**src/pkg/vcc_pkg.sv**
```systemverilog
/*
  Constants for the voice codec control register bank: address byte layout,
  register selectors, field positions and reset values.
  Assumes a serial front end that delivers whole command bytes, MSB first.
*/
package vcc_pkg;
  // Address byte layout
  localparam int ADDR_PWR_BIT = 7;
  localparam int ADDR_SEL_MSB = 6;
  localparam int ADDR_SEL_LSB = 3;
  localparam int ADDR_RD_BIT = 2;
  localparam int ADDR_MORE_BIT = 1;
  // Register selectors (address bits 6:3)
  localparam logic [3:0] SEL_CLOCK_FORMAT = 4'h0;
  localparam logic [3:0] SEL_PATH_CHANNEL = 4'h1;
  localparam logic [3:0] SEL_RECEIVE_DATA = 4'h2;
  localparam logic [3:0] SEL_TRANSMIT_DATA = 4'h3;
  localparam logic [3:0] SEL_AUDIO_ROUTING = 4'h4;
  localparam logic [3:0] SEL_GAIN = 4'h5;
  // Clock/format fields
  localparam int CF_CLK_MSB = 7;
  localparam int CF_CLK_LSB = 6;
  localparam int CF_LAW_BIT = 5;
  localparam int CF_VARIANT_BIT = 4;
  localparam int CF_TIMING_BIT = 3;
  localparam int CF_SPACING_BIT = 2;
  localparam int CF_WIDTH_BIT = 1;
  localparam int CF_LOOP_BIT = 0;
  // Path/channel fields
  localparam int PC_HF_BIT = 7;
  localparam int PC_AFB_BIT = 6;
  localparam int PC_LATCH_BIT = 5;
  localparam int PC_RXSRC_BIT = 4;
  localparam int PC_TXSRC_BIT = 3;
  localparam int PC_VOICE_BIT = 2;
  localparam int PC_CHAN_MSB = 1;
  localparam int PC_CHAN_LSB = 0;
  // Audio routing fields
  localparam int AR_MIC_BIT = 7;
  localparam int AR_TXIN_BIT = 6;
  localparam int AR_SIDE_BIT = 5;
  localparam int AR_AUX_BIT = 4;
  localparam int AR_TONE_SPK_BIT = 3;
  localparam int AR_TONE_EAR_BIT = 2;
  localparam int AR_RX_SPK_BIT = 1;
  localparam int AR_RX_EAR_BIT = 0;
  // Gain fields
  localparam int GN_TX_MSB = 7;
  localparam int GN_TX_LSB = 4;
  localparam int GN_ST_MSB = 3;
  localparam int GN_ST_LSB = 0;
  // Reset values
  localparam logic [7:0] REG_RST = 8'h00;
  localparam logic [1:0] CLK_RATE_DEFAULT = 2'h0;
  localparam logic [1:0] CHAN_DEFAULT = 2'h0;
  localparam logic PWR_RST = 1'b0;
  localparam logic SEP_MODE_RST = 1'b1;
  localparam logic [2:0] SYNC_RST = 3'h7;
  typedef enum logic [1:0] {
    VCC_ST_ADDR = 2'b01,
    VCC_ST_DATA = 2'b10
  } vcc_state_t;
endpackage

```
**src/pkg/vcc_cmd_if.sv**
```systemverilog
/*
  Carrier between the command byte parser and the register bank.
  Assumes both ends run on the same clock; all signals are one-cycle pulses
  except sel, wdata and pwr, which stand until the next command.
*/
interface vcc_cmd_if;
  logic wr;
  logic rd;
  logic pwr_upd;
  logic pwr;
  logic [3:0] sel;
  logic [7:0] wdata;
  modport parser (output wr, rd, pwr_upd, pwr, sel, wdata);
  modport regs (input wr, rd, pwr_upd, pwr, sel, wdata);
endinterface

```
**src/design/vcc_control_regs.sv**
```systemverilog
/*
  Control register bank of the voice codec: clock/format, path/channel,
  receive and transmit data bytes, audio routing and gains, decoded to
  configuration outputs. Assumes command bytes and PCM bytes come from
  same-clock logic, and the control-mode strap comes straight from a pin.
*/
module vcc_control_regs
  import vcc_pkg::*;
(
  input wire logic SYS_CLK_I,
  input wire logic RSTN_I,
  input wire logic [7:0] CMD_BYTE_I,
  input wire logic CMD_VALID_I,
  input wire logic SEP_CTRL_MODE_I,
  input wire logic [7:0] PCM_RX_BYTE_I,
  input wire logic PCM_RX_STROBE_I,
  input wire logic [7:0] TX_PATH_BYTE_I,
  output logic [7:0] RDATA_O,
  output logic RDATA_VALID_O,
  output logic POWER_DOWN_O,
  output logic [1:0] CLOCK_RATE_SEL_O,
  output logic COMPANDING_LAW_SEL_O,
  output logic CODING_VARIANT_SEL_O,
  output logic PCM_TIMING_SEL_O,
  output logic SLOT_SPACING_SEL_O,
  output logic SLOT_WIDTH_SEL_O,
  output logic LOOPBACK_SEL_O,
  output logic HANDSFREE_PINS_EN_O,
  output logic ANTI_FEEDBACK_EN_O,
  output logic GENERAL_LATCH_OUT_O,
  output logic GENERAL_LATCH_OE_O,
  output logic RECEIVE_SOURCE_SEL_O,
  output logic TRANSMIT_SOURCE_SEL_O,
  output logic VOICE_XFER_EN_O,
  output logic [1:0] VOICE_CHANNEL_SEL_O,
  output logic MICROPHONE_SEL_O,
  output logic TRANSMIT_INPUT_EN_O,
  output logic SIDETONE_EN_O,
  output logic AUX_RING_ROUTE_EN_O,
  output logic TONE_TO_SPEAKER_O,
  output logic TONE_TO_EARPIECE_O,
  output logic RX_TO_SPEAKER_O,
  output logic RX_TO_EARPIECE_O,
  output logic [3:0] TX_GAIN_O,
  output logic [3:0] SIDETONE_GAIN_O,
  output logic [7:0] RX_PATH_BYTE_O,
  output logic [7:0] PCM_TX_BYTE_O
);
  typedef struct packed {
    logic [7:0] clock_format_control;
    logic [7:0] path_channel_control;
    logic [7:0] receive_data_byte;
    logic [7:0] transmit_data_byte;
    logic [7:0] audio_routing_control;
    logic [7:0] transmit_sidetone_gain;
    logic [7:0] rx_captured;
    logic [7:0] rdata;
    logic rvalid;
    logic pwr;
    logic [2:0] msync;
    logic sep;
    logic [7:0] rx_path;
    logic [7:0] tx_pcm;
  } vcc_regs_t;

  vcc_regs_t st_reg;
  vcc_regs_t st_next;
  vcc_cmd_if cmd ();

  logic rx_from_reg;
  logic tx_from_reg;

  vcc_cmd_parser u_parser (
    .clk_i(SYS_CLK_I),
    .rstn_i(RSTN_I),
    .byte_i(CMD_BYTE_I),
    .valid_i(CMD_VALID_I),
    .cmd(cmd.parser)
  );

  // Source selects honoured only with the separate control port
  assign rx_from_reg = st_reg.sep && st_reg.path_channel_control[PC_RXSRC_BIT];
  assign tx_from_reg = st_reg.sep && st_reg.path_channel_control[PC_TXSRC_BIT];

  always_comb begin
    st_next = st_reg;
    st_next.rvalid = 1'b0;
    // Strap passes three stages; change taken when last two agree
    st_next.msync = {st_reg.msync[1:0], SEP_CTRL_MODE_I};
    if (st_reg.msync[2] == st_reg.msync[1]) begin
      st_next.sep = st_reg.msync[2];
    end
    if (cmd.pwr_upd) begin
      st_next.pwr = cmd.pwr;
    end
    if (cmd.wr) begin
      if (cmd.sel == SEL_CLOCK_FORMAT) begin
        st_next.clock_format_control = cmd.wdata;
      end else if (cmd.sel == SEL_PATH_CHANNEL) begin
        st_next.path_channel_control = cmd.wdata;
      end else if (cmd.sel == SEL_RECEIVE_DATA) begin
        st_next.receive_data_byte = cmd.wdata;
      end else if (cmd.sel == SEL_TRANSMIT_DATA) begin
        st_next.transmit_data_byte = cmd.wdata;
      end else if (cmd.sel == SEL_AUDIO_ROUTING) begin
        st_next.audio_routing_control = cmd.wdata;
      end else if (cmd.sel == SEL_GAIN) begin
        st_next.transmit_sidetone_gain = cmd.wdata;
      end
    end
    if (cmd.rd) begin
      st_next.rvalid = 1'b1;
      if (cmd.sel == SEL_CLOCK_FORMAT) begin
        st_next.rdata = st_reg.clock_format_control;
      end else if (cmd.sel == SEL_PATH_CHANNEL) begin
        st_next.rdata = st_reg.path_channel_control;
      end else if (cmd.sel == SEL_RECEIVE_DATA) begin
        st_next.rdata = st_reg.rx_captured;
      end else if (cmd.sel == SEL_AUDIO_ROUTING) begin
        st_next.rdata = st_reg.audio_routing_control;
      end else if (cmd.sel == SEL_GAIN) begin
        st_next.rdata = st_reg.transmit_sidetone_gain;
      end else begin
        // Write-only and absent registers answer zero
        st_next.rdata = REG_RST;
      end
    end
    if (PCM_RX_STROBE_I) begin
      st_next.rx_captured = PCM_RX_BYTE_I;
    end
    st_next.rx_path = rx_from_reg ? st_reg.receive_data_byte : st_reg.rx_captured;
    if (tx_from_reg) begin
      st_next.tx_pcm = st_reg.transmit_data_byte;
    end else if (st_reg.clock_format_control[CF_LOOP_BIT]) begin
      st_next.tx_pcm = st_reg.rx_captured;
    end else begin
      st_next.tx_pcm = TX_PATH_BYTE_I;
    end
  end

  always_ff @(posedge SYS_CLK_I or negedge RSTN_I) begin
    if (!RSTN_I) begin
      st_reg <= '{clock_format_control: REG_RST, path_channel_control: REG_RST,
                 receive_data_byte: REG_RST, transmit_data_byte: REG_RST,
                 audio_routing_control: REG_RST, transmit_sidetone_gain: REG_RST,
                 rx_captured: REG_RST, rdata: REG_RST, rvalid: 1'b0, pwr: PWR_RST,
                 msync: SYNC_RST, sep: SEP_MODE_RST, rx_path: REG_RST,
                 tx_pcm: REG_RST};
    end else begin
      st_reg <= st_next;
    end
  end

  assign RDATA_O = st_reg.rdata;
  assign RDATA_VALID_O = st_reg.rvalid;
  assign POWER_DOWN_O = st_reg.pwr;
  // Clock rate, timing and spacing only meaningful with the separate port
  assign CLOCK_RATE_SEL_O = st_reg.sep ?
    st_reg.clock_format_control[CF_CLK_MSB:CF_CLK_LSB] : CLK_RATE_DEFAULT;
  assign COMPANDING_LAW_SEL_O = st_reg.clock_format_control[CF_LAW_BIT];
  assign CODING_VARIANT_SEL_O = st_reg.clock_format_control[CF_VARIANT_BIT];
  assign PCM_TIMING_SEL_O = st_reg.sep && st_reg.clock_format_control[CF_TIMING_BIT];
  assign SLOT_SPACING_SEL_O = st_reg.sep && st_reg.clock_format_control[CF_SPACING_BIT];
  assign SLOT_WIDTH_SEL_O = st_reg.clock_format_control[CF_WIDTH_BIT];
  assign LOOPBACK_SEL_O = st_reg.clock_format_control[CF_LOOP_BIT];
  assign HANDSFREE_PINS_EN_O = st_reg.path_channel_control[PC_HF_BIT];
  assign ANTI_FEEDBACK_EN_O = st_reg.path_channel_control[PC_AFB_BIT];
  // Open-drain latch: pulls low when enabled, floats otherwise
  assign GENERAL_LATCH_OUT_O = 1'b0;
  assign GENERAL_LATCH_OE_O = st_reg.path_channel_control[PC_LATCH_BIT];
  assign RECEIVE_SOURCE_SEL_O = rx_from_reg;
  assign TRANSMIT_SOURCE_SEL_O = tx_from_reg;
  assign VOICE_XFER_EN_O = st_reg.path_channel_control[PC_VOICE_BIT];
  assign VOICE_CHANNEL_SEL_O = st_reg.sep ? CHAN_DEFAULT :
    st_reg.path_channel_control[PC_CHAN_MSB:PC_CHAN_LSB];
  assign MICROPHONE_SEL_O = st_reg.audio_routing_control[AR_MIC_BIT];
  assign TRANSMIT_INPUT_EN_O = st_reg.audio_routing_control[AR_TXIN_BIT];
  assign SIDETONE_EN_O = st_reg.audio_routing_control[AR_SIDE_BIT];
  assign AUX_RING_ROUTE_EN_O = st_reg.audio_routing_control[AR_AUX_BIT];
  assign TONE_TO_SPEAKER_O = st_reg.audio_routing_control[AR_TONE_SPK_BIT];
  assign TONE_TO_EARPIECE_O = st_reg.audio_routing_control[AR_TONE_EAR_BIT];
  assign RX_TO_SPEAKER_O = st_reg.audio_routing_control[AR_RX_SPK_BIT];
  assign RX_TO_EARPIECE_O = st_reg.audio_routing_control[AR_RX_EAR_BIT];
  assign TX_GAIN_O = st_reg.transmit_sidetone_gain[GN_TX_MSB:GN_TX_LSB];
  assign SIDETONE_GAIN_O = st_reg.transmit_sidetone_gain[GN_ST_MSB:GN_ST_LSB];
  assign RX_PATH_BYTE_O = st_reg.rx_path;
  assign PCM_TX_BYTE_O = st_reg.tx_pcm;
endmodule

```
**src/design/vcc_cmd_parser.sv**
```systemverilog
/*
  Command byte parser: splits the byte stream into address and data bytes.
  Assumes bytes arrive from a same-clock serial front end, one per strobe.
*/
module vcc_cmd_parser
  import vcc_pkg::*;
(
  input wire logic clk_i,
  input wire logic rstn_i,
  input wire logic [7:0] byte_i,
  input wire logic valid_i,
  vcc_cmd_if.parser cmd
);
  typedef struct packed {
    vcc_state_t state;
    logic wr;
    logic rd;
    logic pwr_upd;
    logic pwr;
    logic [3:0] sel;
    logic [7:0] wdata;
  } vcc_parse_t;

  vcc_parse_t st_reg;
  vcc_parse_t st_next;

  always_comb begin
    st_next = st_reg;
    st_next.wr = 1'b0;
    st_next.rd = 1'b0;
    st_next.pwr_upd = 1'b0;
    if (valid_i) begin
      case (st_reg.state)
        VCC_ST_ADDR: begin
          st_next.pwr_upd = 1'b1;
          st_next.pwr = byte_i[ADDR_PWR_BIT];
          st_next.sel = byte_i[ADDR_SEL_MSB:ADDR_SEL_LSB];
          if (byte_i[ADDR_MORE_BIT]) begin
            if (byte_i[ADDR_RD_BIT]) begin
              st_next.rd = 1'b1;
            end else begin
              st_next.state = VCC_ST_DATA;
            end
          end
        end
        VCC_ST_DATA: begin
          st_next.wdata = byte_i;
          st_next.wr = 1'b1;
          st_next.state = VCC_ST_ADDR;
        end
        default: st_next.state = VCC_ST_ADDR;
      endcase
    end
  end

  always_ff @(posedge clk_i or negedge rstn_i) begin
    if (!rstn_i) begin
      st_reg <= '{state: VCC_ST_ADDR, wr: 1'b0, rd: 1'b0, pwr_upd: 1'b0,
                 pwr: PWR_RST, sel: 4'h0, wdata: REG_RST};
    end else begin
      st_reg <= st_next;
    end
  end

  assign cmd.wr = st_reg.wr;
  assign cmd.rd = st_reg.rd;
  assign cmd.pwr_upd = st_reg.pwr_upd;
  assign cmd.pwr = st_reg.pwr;
  assign cmd.sel = st_reg.sel;
  assign cmd.wdata = st_reg.wdata;
endmodule

```
**config.mk**
```make
export PLATFORM = sky130hd
export DESIGN_NAME = vcc_control_regs
export DESIGN_NICKNAME = d
export VERILOG_FILES = /design/src/pkg/vcc_pkg.sv /design/src/pkg/vcc_cmd_if.sv /design/src/design/vcc_control_regs.sv /design/src/design/vcc_cmd_parser.sv
export SDC_FILE = /design/constraint.sdc
export NUM_CORES = 1
export LEC_CHECK = 0
export BUFFER_PORTS_ARGS = -buffer_cell sky130_fd_sc_hd__buf_4
export CORE_MARGIN = 2
export CORE_UTILIZATION = 42
export CTS_BUF_LIST = sky130_fd_sc_hd__clkbuf_8
export CTS_CLUSTER_SIZE = 28
export DETAILED_ROUTE_END_ITERATION = 6
export GPL_ROUTABILITY_DRIVEN = 0
export HOLD_SLACK_MARGIN = 0.12
export PLACE_DENSITY_LB_ADDON = 0.2
export SLEW_MARGIN = 20
export SYNTH_ARGS = -nofsm -noshare
export SYNTH_HDL_FRONTEND = slang
export SYNTH_SLANG_ARGS = --single-unit
```
**constraint.sdc**
```tcl
create_clock -name SYS_CLK_I -period 1.75 [get_ports SYS_CLK_I]
set_clock_uncertainty 0.05 [all_clocks]
set_input_delay 0.35 -clock SYS_CLK_I [delete_from_list [all_inputs] [get_ports SYS_CLK_I]]
set_output_delay 0.35 -clock SYS_CLK_I [all_outputs]
set_load 0.02 [all_outputs]
```
Yosys cells after proc, flatten, opt, wreduce, memory -nomap -nowiden
Index checks and enable logic that the tools add are counted.
- equality and inequality tests: 10
- reductions and logical operators: 14
- mux-type cells: 20
- bitwise gates (word level): 5
- operator list (kind ; number):
    $mux 8 ; 9
    $mux 16 ; 1
    $mux 2 ; 5
    $eq 4x2->1 const B ; 2
    $eq 4x3->1 const B ; 2
    $mux 7 ; 1
    $reduce_and 7->1 ; 1
    $reduce_and 2->1 ; 3
    $reduce_and 3->1 ; 2
    $reduce_and 6->1 ; 1
    $not 1->1 ; 5
    $reduce_and 5->1 ; 1
    $eq 4x1->1 const B ; 1
    $logic_and 1x1->1 ; 4
    $logic_not 4->1 ; 1
    $mux 1 ; 4
    $ne 2x2->1 const B ; 2
    $reduce_and 4->1 ; 1
    $eq 2x1->1 const B ; 1
    $eq 2x2->1 const B ; 1
    $eq 1x1->1 ; 1
- word-level logic and storage cells: 70
- register bits: 104
- input port bits: 29
- output and inout bits: 59

Logic depth before layout (Yosys ltp)
Gate-level depths: netlist of the first run.
- depth after elaboration: 6
- mapped depth: 6
- gate-level depth less buffers: 5

By module
A second synthesis of the first run with hierarchy kept.
- cell total of the unflattened synthesis: 381
- area, all modules: 4850.9 µm²
- by module, submodules not included (module ; sequential area each (µm²) ; times used ; cells an instance ; area an instance (µm²)):
    vcc_control_regs ; 2157.1 ; 1 ; 327 ; 4058.9
    vcc_cmd_parser ; 451.7 ; 1 ; 54 ; 792.0

Worst setup path before layout of the first run
No wires, ideal clock.
- path kind: register to output
- start point: reg st_reg[16] (netlist bit)
- end point: out TRANSMIT_SOURCE_SEL_O
- required time: 1350 ps
- slack: 77 ps
- arrival time: 1273 ps
- cell stages (with the launch flop): 5
- buffers on the path: 3
- cells stage by stage: dfstp_2 -> clkbuf_1 -> and2_1 -> clkbuf_1 -> buf_2
- word-level cells in the longest chain between the ends: 1
- ends and longest elaborated chain (item ; RTL line ; RTL):
    start, declared ; vcc_control_regs.sv:66 ; vcc_regs_t st_reg;
    start signal, assigned ; vcc_control_regs.sv:143 ; st_reg <= '{clock_format_control: REG_RST, path_channel_control: REG_RST,
    start signal, assigned ; vcc_control_regs.sv:150 ; st_reg <= st_next;
    $logic_and 1x1->1 ; vcc_control_regs.sv:83 ; assign tx_from_reg = st_reg.sep && st_reg.path_channel_control[PC_TXSRC_BIT];
    end, declared ; vcc_control_regs.sv:33 ; output logic TRANSMIT_SOURCE_SEL_O,
No other way between the ends.

Worst setup path after layout of the first run
- start point: reg st_reg[16] (netlist bit)
- end point: out RECEIVE_SOURCE_SEL_O
- word-level cells in the longest chain between the ends: 1
- ends and longest elaborated chain (item ; RTL line ; RTL):
    $logic_and 1x1->1 ; vcc_control_regs.sv:82 ; assign rx_from_reg = st_reg.sep && st_reg.path_channel_control[PC_RXSRC_BIT];
    end, declared ; vcc_control_regs.sv:32 ; output logic RECEIVE_SOURCE_SEL_O,
No other way between the ends.

==> results.md, run 1 <==
* Outcome: complete, no violations
* Maximum clock path buffer count at 2
* Maximum number of pins on one net before global-route repair at around 50
* Number of global-route vias before repair at 3,136
* Area of combinational cells with multiple inputs at between 1500 and 2000 µm²
* Clock slew at reported path FFs at around 0.10 ns
* Dominant register cell in the synthesized netlist: sky130_fd_sc_hd__dfrtp_1
* GRT met2 Usage at 28.7%
* Post-CTS setup buffer count at 0
* Via density per instance at 5.13
* Chip Height at 110 µm
* Antenna violations before repair at 0
* Internal power consumption at 3.87 mW
* Boundary pin count at 88
* Leakage power total at 2.71 nW
* Synthesized netlist net count at ~420
* Timing-limited maximum frequency at 578 MHz
* Number of warnings printed during yosys synthesis at 0
* Endpoint arrival time on the critical path at 1.33 ns
* Sequential fraction of the synthesis area at 55.7%
* Global-route wire length before repair at 16,600 µm
* Detailed-router iteration count before antenna repair at 4
* Worst voltage drop across the vdd grid at 0.553 mV
* Crit path required time at 1.35 ns
* Category of the worst setup path launch point: flop
* Unrepaired setup endpoints after global routing: true
* Sink count of the clock tree at about 100
* Crit path kind: flop to output pin
* CTS H-tree depth at 3
* Final-layout fill cell count at 981
* Number of inserted diodes at 0
* Number of max-cap violations at 0
* Number of clock buffers inserted by TritonCTS at 9
* Grt ovf at 0
* Minimum period implied by the final worst setup slack at 1.73 ns
* Crit path capture type: output pin
* Synth-to-layout area growth at 20.2%
* Count of routing violations after the opening detailed-route iteration at 170
* Critical-path maximum fanout at 9
* Global-route track usage on met3 at 3.44%
* Comb power frac at 19.4%
* Insertion delay to the later sink of the worst-skew pair at between 0.3 and 0.4 ns
* Total wirelength of the detailed-routed design at 10,600 µm
* Final period util at between 90% and 100%
* Async S/R FF share, synth at 100%
* Storage cell area at 2610 µm²
* Net count, final at 489
* Number of standard cells after synthesis at 388
* Final hold viol count at 0
* Most heavily used metal layer in global routing: met2
* Number of standard-cell rows in the floorplan at 38
* Final total negative setup slack at 0 ns
* TritonCTS clock tree: built
* Sum of internal, switching and leakage power at 5.61 mW
* Switching fraction of total power at 31.0%
* Unique cell type count in the Yosys netlist at between 40 and 50
* Root buffer selected by CTS: sky130_fd_sc_hd__clkbuf_8
* Avg Synthesized Cell Area at 12.1 µm²
* Total count of max-transition violations in the final report at 0
* Register share of total power at 53.3%
* Global Route met1 Usage at 27.1%
* Areal power density over the cells at 996 nW/µm²
* Path type of the worst min-delay path: input port to flop
* Count of buffers inserted at the top-level ports at 86
* Combined global-route utilization of all metal layers at 18.7%
* Seq cells post-synth at 104
* Die area at between 10,000 and 15,000 µm²
* Width of the die at ~110 µm
* R2R setup slack at 0.07 ns
* Standard cell core area at 10,900 µm²
* Drt drc at 0
* Number of antenna-violating nets in the routed design at 0
* Cell area after technology mapping at 4690 µm²
* Initial core utilization at between 40% and 50%
* Number of endpoints failing setup at the final stage at 0
* EDFF count, synth at 0
* WL per Instance at 17.5 µm
* Max FFs per register at 34
* Switching power at 1.74 mW
* Detailed-route via count at 3,106
* Fraction of final layout cells with drive strength greater than 1 at 46.2%
* Detailed Place HPWL at 7900 µm
* Clk network pwr share at 27.2%
cells in the final DEF (no fill, tap or decap), drive strengths merged, types with 8 or more instances in the layout:
cell | synthesis | routed
o21ai | 18 | 18
mux2 | 65 | 65
clkbuf | 6 | 10
nand2 | 56 | 56
nor2 | 9 | 9
dfrtp | 99 | 99
a21oi | 10 | 10
inv | 7 | 8
nand3 | 8 | 8
buf | 42 | 106
mux2i | 11 | 11
path summary, 6_finish.rpt:
kind,startpoint,endpoint,cells past startpoint
max,st_reg[16],RECEIVE_SOURCE_SEL_O,3
min,CMD_BYTE_I[7],u_parser.cmd.wdata[7],3
max reg2reg,u_parser.cmd.sel[1],MICROPHONE_SEL_O,4
min reg2reg,st_next[18],st_next[19],0
max in group asynchronous,RSTN_I,u_parser.st_reg[16],3
min in group asynchronous,RSTN_I,TONE_TO_EARPIECE_O,2
what timing repair did:
action,4_1_cts,5_1_grt
hold buffers,3,0
gates cloned,0,0
endpoints found under the setup margin,3,19
resized for setup,6,10
endpoints found under the hold margin,21,0
pin swaps,0,0
final cells by class:
| class | instances | share of cell area [%] |
|---|---|---|
| sequential | 104 | 46.4 |
| multi-input combinational | 227 | 30.8 |
| timing repair buffer | 109 | 15.5 |
| tap | 140 | 3.11 |
| clock buffer | 10 | 2.44 |
| clock inverter | 6 | 1.20 |
| inverter | 9 | 0.600 |
power groups by stage:
stage               Sequential [mW]  Combinational (mW)  Clock [mW]
finish                         2.99                1.09        1.53
detailed placement             3.04                1.09           0
global route                   3.03                1.19        1.68
CTS                            3.00                1.10        1.57
floorplan                      2.87               0.763           0
global placement               3.04                1.07           0
kinds of logic after synthesis:
family	count (synthesis)	synth area share (%)
AND/OR/NAND/NOR	100	11.3
adder cells (fa/ha/maj)	1	0.214
buffers and inverters	57	7.79
other	1	0.0800
multiplexers	76	18.0
AO/OA/AOI/OAI	49	6.97
flip-flops	104	55.7
cells in the mapped netlist (2+ instances only):
cell / n / share of area [%]
sky130_fd_sc_hd__a311oi_1: 4 / 0.75
sky130_fd_sc_hd__nor3_1: 3 / 0.32
sky130_fd_sc_hd__nor2b_1: 4 / 0.53
sky130_fd_sc_hd__o21a_1: 4 / 0.64
sky130_fd_sc_hd__inv_1: 6 / 0.48
sky130_fd_sc_hd__nand3_2: 3 / 0.64
sky130_fd_sc_hd__a2bb2oi_1: 3 / 0.56
sky130_fd_sc_hd__and2_1: 5 / 0.67
sky130_fd_sc_hd__o21ai_0: 18 / 1.9
sky130_fd_sc_hd__o32a_1: 5 / 1.1
sky130_fd_sc_hd__dfrtp_1: 99 / 53
sky130_fd_sc_hd__mux2_2: 65 / 16
sky130_fd_sc_hd__mux2i_1: 11 / 2.3
sky130_fd_sc_hd__clkinv_1: 2 / 0.16
sky130_fd_sc_hd__buf_6: 2 / 0.48
sky130_fd_sc_hd__buf_2: 4 / 0.43
sky130_fd_sc_hd__nand3_1: 5 / 0.53
sky130_fd_sc_hd__nor2_1: 7 / 0.56
sky130_fd_sc_hd__clkbuf_1: 6 / 0.48
sky130_fd_sc_hd__nand2_1: 56 / 4.5
sky130_fd_sc_hd__dfstp_2: 5 / 2.8
sky130_fd_sc_hd__a21oi_1: 10 / 1.1
sky130_fd_sc_hd__and3_1: 4 / 0.53
sky130_fd_sc_hd__buf_4: 35 / 5.6
metal layers:
| layer | routed length, µm | share of wire [%] |
|---|---|---|
| met1 | 4970 | 47 |
| met2 | 5000 | 47 |
| met3 | 503 | 4.8 |
| met4 | 92 | 0.87 |
| met5 | 0 | 0 |
worst max-delay path, stage by stage (launching register included):
cell and delay (ns):
sky130_fd_sc_hd__dfstp_2 0.57, sky130_fd_sc_hd__nand2_2 0.16, sky130_fd_sc_hd__inv_1 0.10, sky130_fd_sc_hd__buf_4 0.14
metrics by stage:
step | instance area (µm²) | utilization [%] | setup WS [ns] | hold slack, ns | std cells
after floorplan | 4690 | - | 0.0774 | 0.00441 | 388
after global placement | 5350 | 49.1 | 0.0651 | 0.232 | 586
after detailed placement | 5350 | 49.1 | 0.0585 | 0.238 | 586
after CTS | 5610 | 51.5 | -0.00541 | 0.127 | 605
after global routing | 5630 | 51.7 | -0.0464 | 0.125 | 605
final | 5630 | 51.7 | 0.0196 | 0.134 | 605
Note: power is estimated with default switching activity, not from simulation.
==> inputs of run 2 (changes only) <==
--- a/config.mk
+++ b/config.mk
@@ -14,6 +14,7 @@
 export GPL_ROUTABILITY_DRIVEN = 0
 export HOLD_SLACK_MARGIN = 0.12
 export PLACE_DENSITY_LB_ADDON = 0.2
+export SETUP_SLACK_MARGIN = 0.5
 export SLEW_MARGIN = 20
 export SYNTH_ARGS = -nofsm -noshare
 export SYNTH_HDL_FRONTEND = slang
==> run 2 against run 1 <==
Effect of this change:
- design area up 23%
- register-to-register slack got worse by 0.06 ns
- via count rose by 11%
- die area unchanged
- final cell count increased by 9.9%
- hold slack worse by 0.0031 ns
- combinational power grew 65%
- worst setup slack worse by 0.0096 ns
- critical path type is now flop to flop
- largest power group unchanged
==> results.md, run 2 (same netlist as run 1, synthesis figures left out) <==
* Count of placed standard cells including taps at 585
* Detailed Place HPWL at 7870 µm
* Standard cell core area at 10,900 µm²
* Critical-path maximum fanout at 6
* Count of buffers inserted at the top-level ports at between 80 and 90
* Fraction of final layout cells with drive strength greater than 1 at 60.8%
* Via density per instance at 5.18
* Number of endpoints failing setup at the final stage at 0
* Initial core utilization at between 40% and 50%
* Number of clock buffers inserted by TritonCTS at 9
* Crit path capture type: flop
* Outcome: complete, no violations
* CTS H-tree depth at 3
* Number of buffer and inverter instances along the worst setup path at 2
* Total wirelength of the detailed-routed design at roughly 13,000 µm
* Die area at ~12,000 µm²
* Minimum period implied by the final worst setup slack at roughly 1.7 ns
* Synth-to-layout area growth at 47.9%
* Endpoint arrival time on the critical path at 2.00 ns
* Path type of the worst min-delay path: input port to flop
* Combined global-route utilization of all metal layers at 21.6%
* Timing-limited maximum frequency at 575 MHz
* Number of global-route vias before repair at 3,532
* Sink count of the clock tree at between 100 and 150
* Number of inserted diodes at 0
* Grt ovf at 0
* Post-detailed-placement cell area at 5410 µm²
* Insertion delay to the later sink of the worst-skew pair at 0.37 ns
* Antenna violations before repair at 0
* Boundary pin count at 88
* Final design area excluding fillers at 6930 µm²
* Maximum number of pins on one net before global-route repair at 40
* Clock slew at reported path FFs at 0.10 ns
* Cell at the slowest stage of the critical path: sky130_fd_sc_hd__dfrtp_2
* Crit path required time at around 2 ns
* Final period util at 99.4%
* Global-route wire length before repair at 19,100 µm
* Final total negative setup slack at 0 ns
* Width of the die at 110 µm
* Number of antenna-violating nets in the routed design at 0
* Drt drc at 0
* Unrepaired setup endpoints after global routing: true
* CP dominant cell by count: sky130_fd_sc_hd__buf_6
* Final hold viol count at 0
* Commonest non-fill, non-tap cell in the layout: sky130_fd_sc_hd__dfrtp_1
* Count of routing violations after the opening detailed-route iteration at around 140
* Final cell count without fillers at about 670
* Crit path kind: flop to flop
* Total count of max-transition violations in the final report at 0
* Areal power density over the cells at between 900 and 1000 nW/µm²
* Net count, final at 549
* Critical path's top delay family: flip-flops
* Detailed-router iteration count before antenna repair at 4
* Number of max-cap violations at 0
* Leakage power total at between 3 and 4 nW
* Max FFs per register at 34
* Delay contributed by the slowest stage of the critical path at 0.49 ns
* Worst hold path startpoint: CMD_BYTE_I[6]
* Root buffer selected by CTS: sky130_fd_sc_hd__clkbuf_8
* TritonCTS clock tree: built
* Number of standard-cell rows in the floorplan at 38
* Maximum clock path buffer count at 2
* Category of the worst setup path launch point: flop
* Chip Height at approximately 110 µm
* Detailed-route via count at 3,446
* WL per Instance at slightly below 20 µm
* Worst voltage drop across the vdd grid at 0.575 mV
* Startpoint of the lowest-slack register-to-register path: u_parser.cmd.sel[1]
* List of cells traversed by the critical path: buf_6 > and3b_2 > buf_6 > nand2_4 > a311oi_2 > o32a_1
* Startpoint of the worst setup timing path: u_parser.cmd.sel[1]
* R2R setup slack at between 0.01 and 0.015 ns
* Top library cells by usage in the layout, fill and taps aside: sky130_fd_sc_hd__dfrtp_1 (93), sky130_fd_sc_hd__buf_4 (78), sky130_fd_sc_hd__buf_6 (77)
## run 2: cell types whose count changed in the layout (fill, tap and decap cells not counted), sizes merged
cell | previous run | this run
buf | 106 | 164
bufbuf | 0 | 1
clkinv | 4 | 3
clkinvlp | 2 | 3
inv | 8 | 9
## run 2: path summary, 6_finish.rpt
path | cells after the start | to
max | 6 | RDATA_O[2]
min | 3 | u_parser.cmd.wdata[6]
max reg2reg | 6 | RDATA_O[2]
min reg2reg | 0 | st_next[19]
max in group asynchronous | 3 | u_parser.st_reg[16]
min in group asynchronous | 2 | RX_TO_SPEAKER_O
## run 2: repair_timing
item                                   in CTS  in global routing
setup buffers                              46                 12
cloned                                      2                  1
endpoints found under the hold margin      22                  1
setup endpoints to repair                 130                131
hold buffers                                2                  1
gates resized for setup                   121                 84
pin swaps                                  18                 15
## run 2: stage by stage
stage          hold slack (ns)  utilization, %  worst slack, ns  total power, mW
2_1_floorplan          0.00441               -            0.118             3.67
3_3_place_gp             0.249            49.7           0.0967             4.15
3_5_place_dp             0.252            49.7           0.0636             4.17
4_1_cts                  0.122            59.8          0.00947             6.16
5_1_grt                  0.135            63.7          -0.0292             6.64
6_report                 0.131            63.7           0.0100             6.40
## run 2: layout make-up
class / count / area, µm²
clock buffer: 9 / 124
clock inverter: 7 / 76.3
fill: 841 / 3960
inverter: 9 / 43.8
multi-input combinational: 227 / 2170
sequential: 104 / 2620
tap: 140 / 175
timing repair buffer: 169 / 1720
## run 2: worst min-delay path: stages
cell and delay [ns]:
sky130_fd_sc_hd__buf_4 0.08, sky130_fd_sc_hd__nand2_1 0.04, sky130_fd_sc_hd__nand2_1 0.04
## run 2: metal layers
metal  routed length (µm)  vias to the layer above  track usage (%)  share of wire [%]
li1                     -                     1578                -                  -
met1                 5550                     1746             27.7                 43
met2                 6530                      103             36.6                 50
met3                  585                       19             3.79                4.5
met4                  296                        0             7.96                2.3
met5                    0                        -                0                  0
## run 2: power breakdown
part,switching (mW),internal [mW]
registers,0.404,2.65
clock network,0.877,0.675
logic,0.800,0.996
total,2.08,4.32
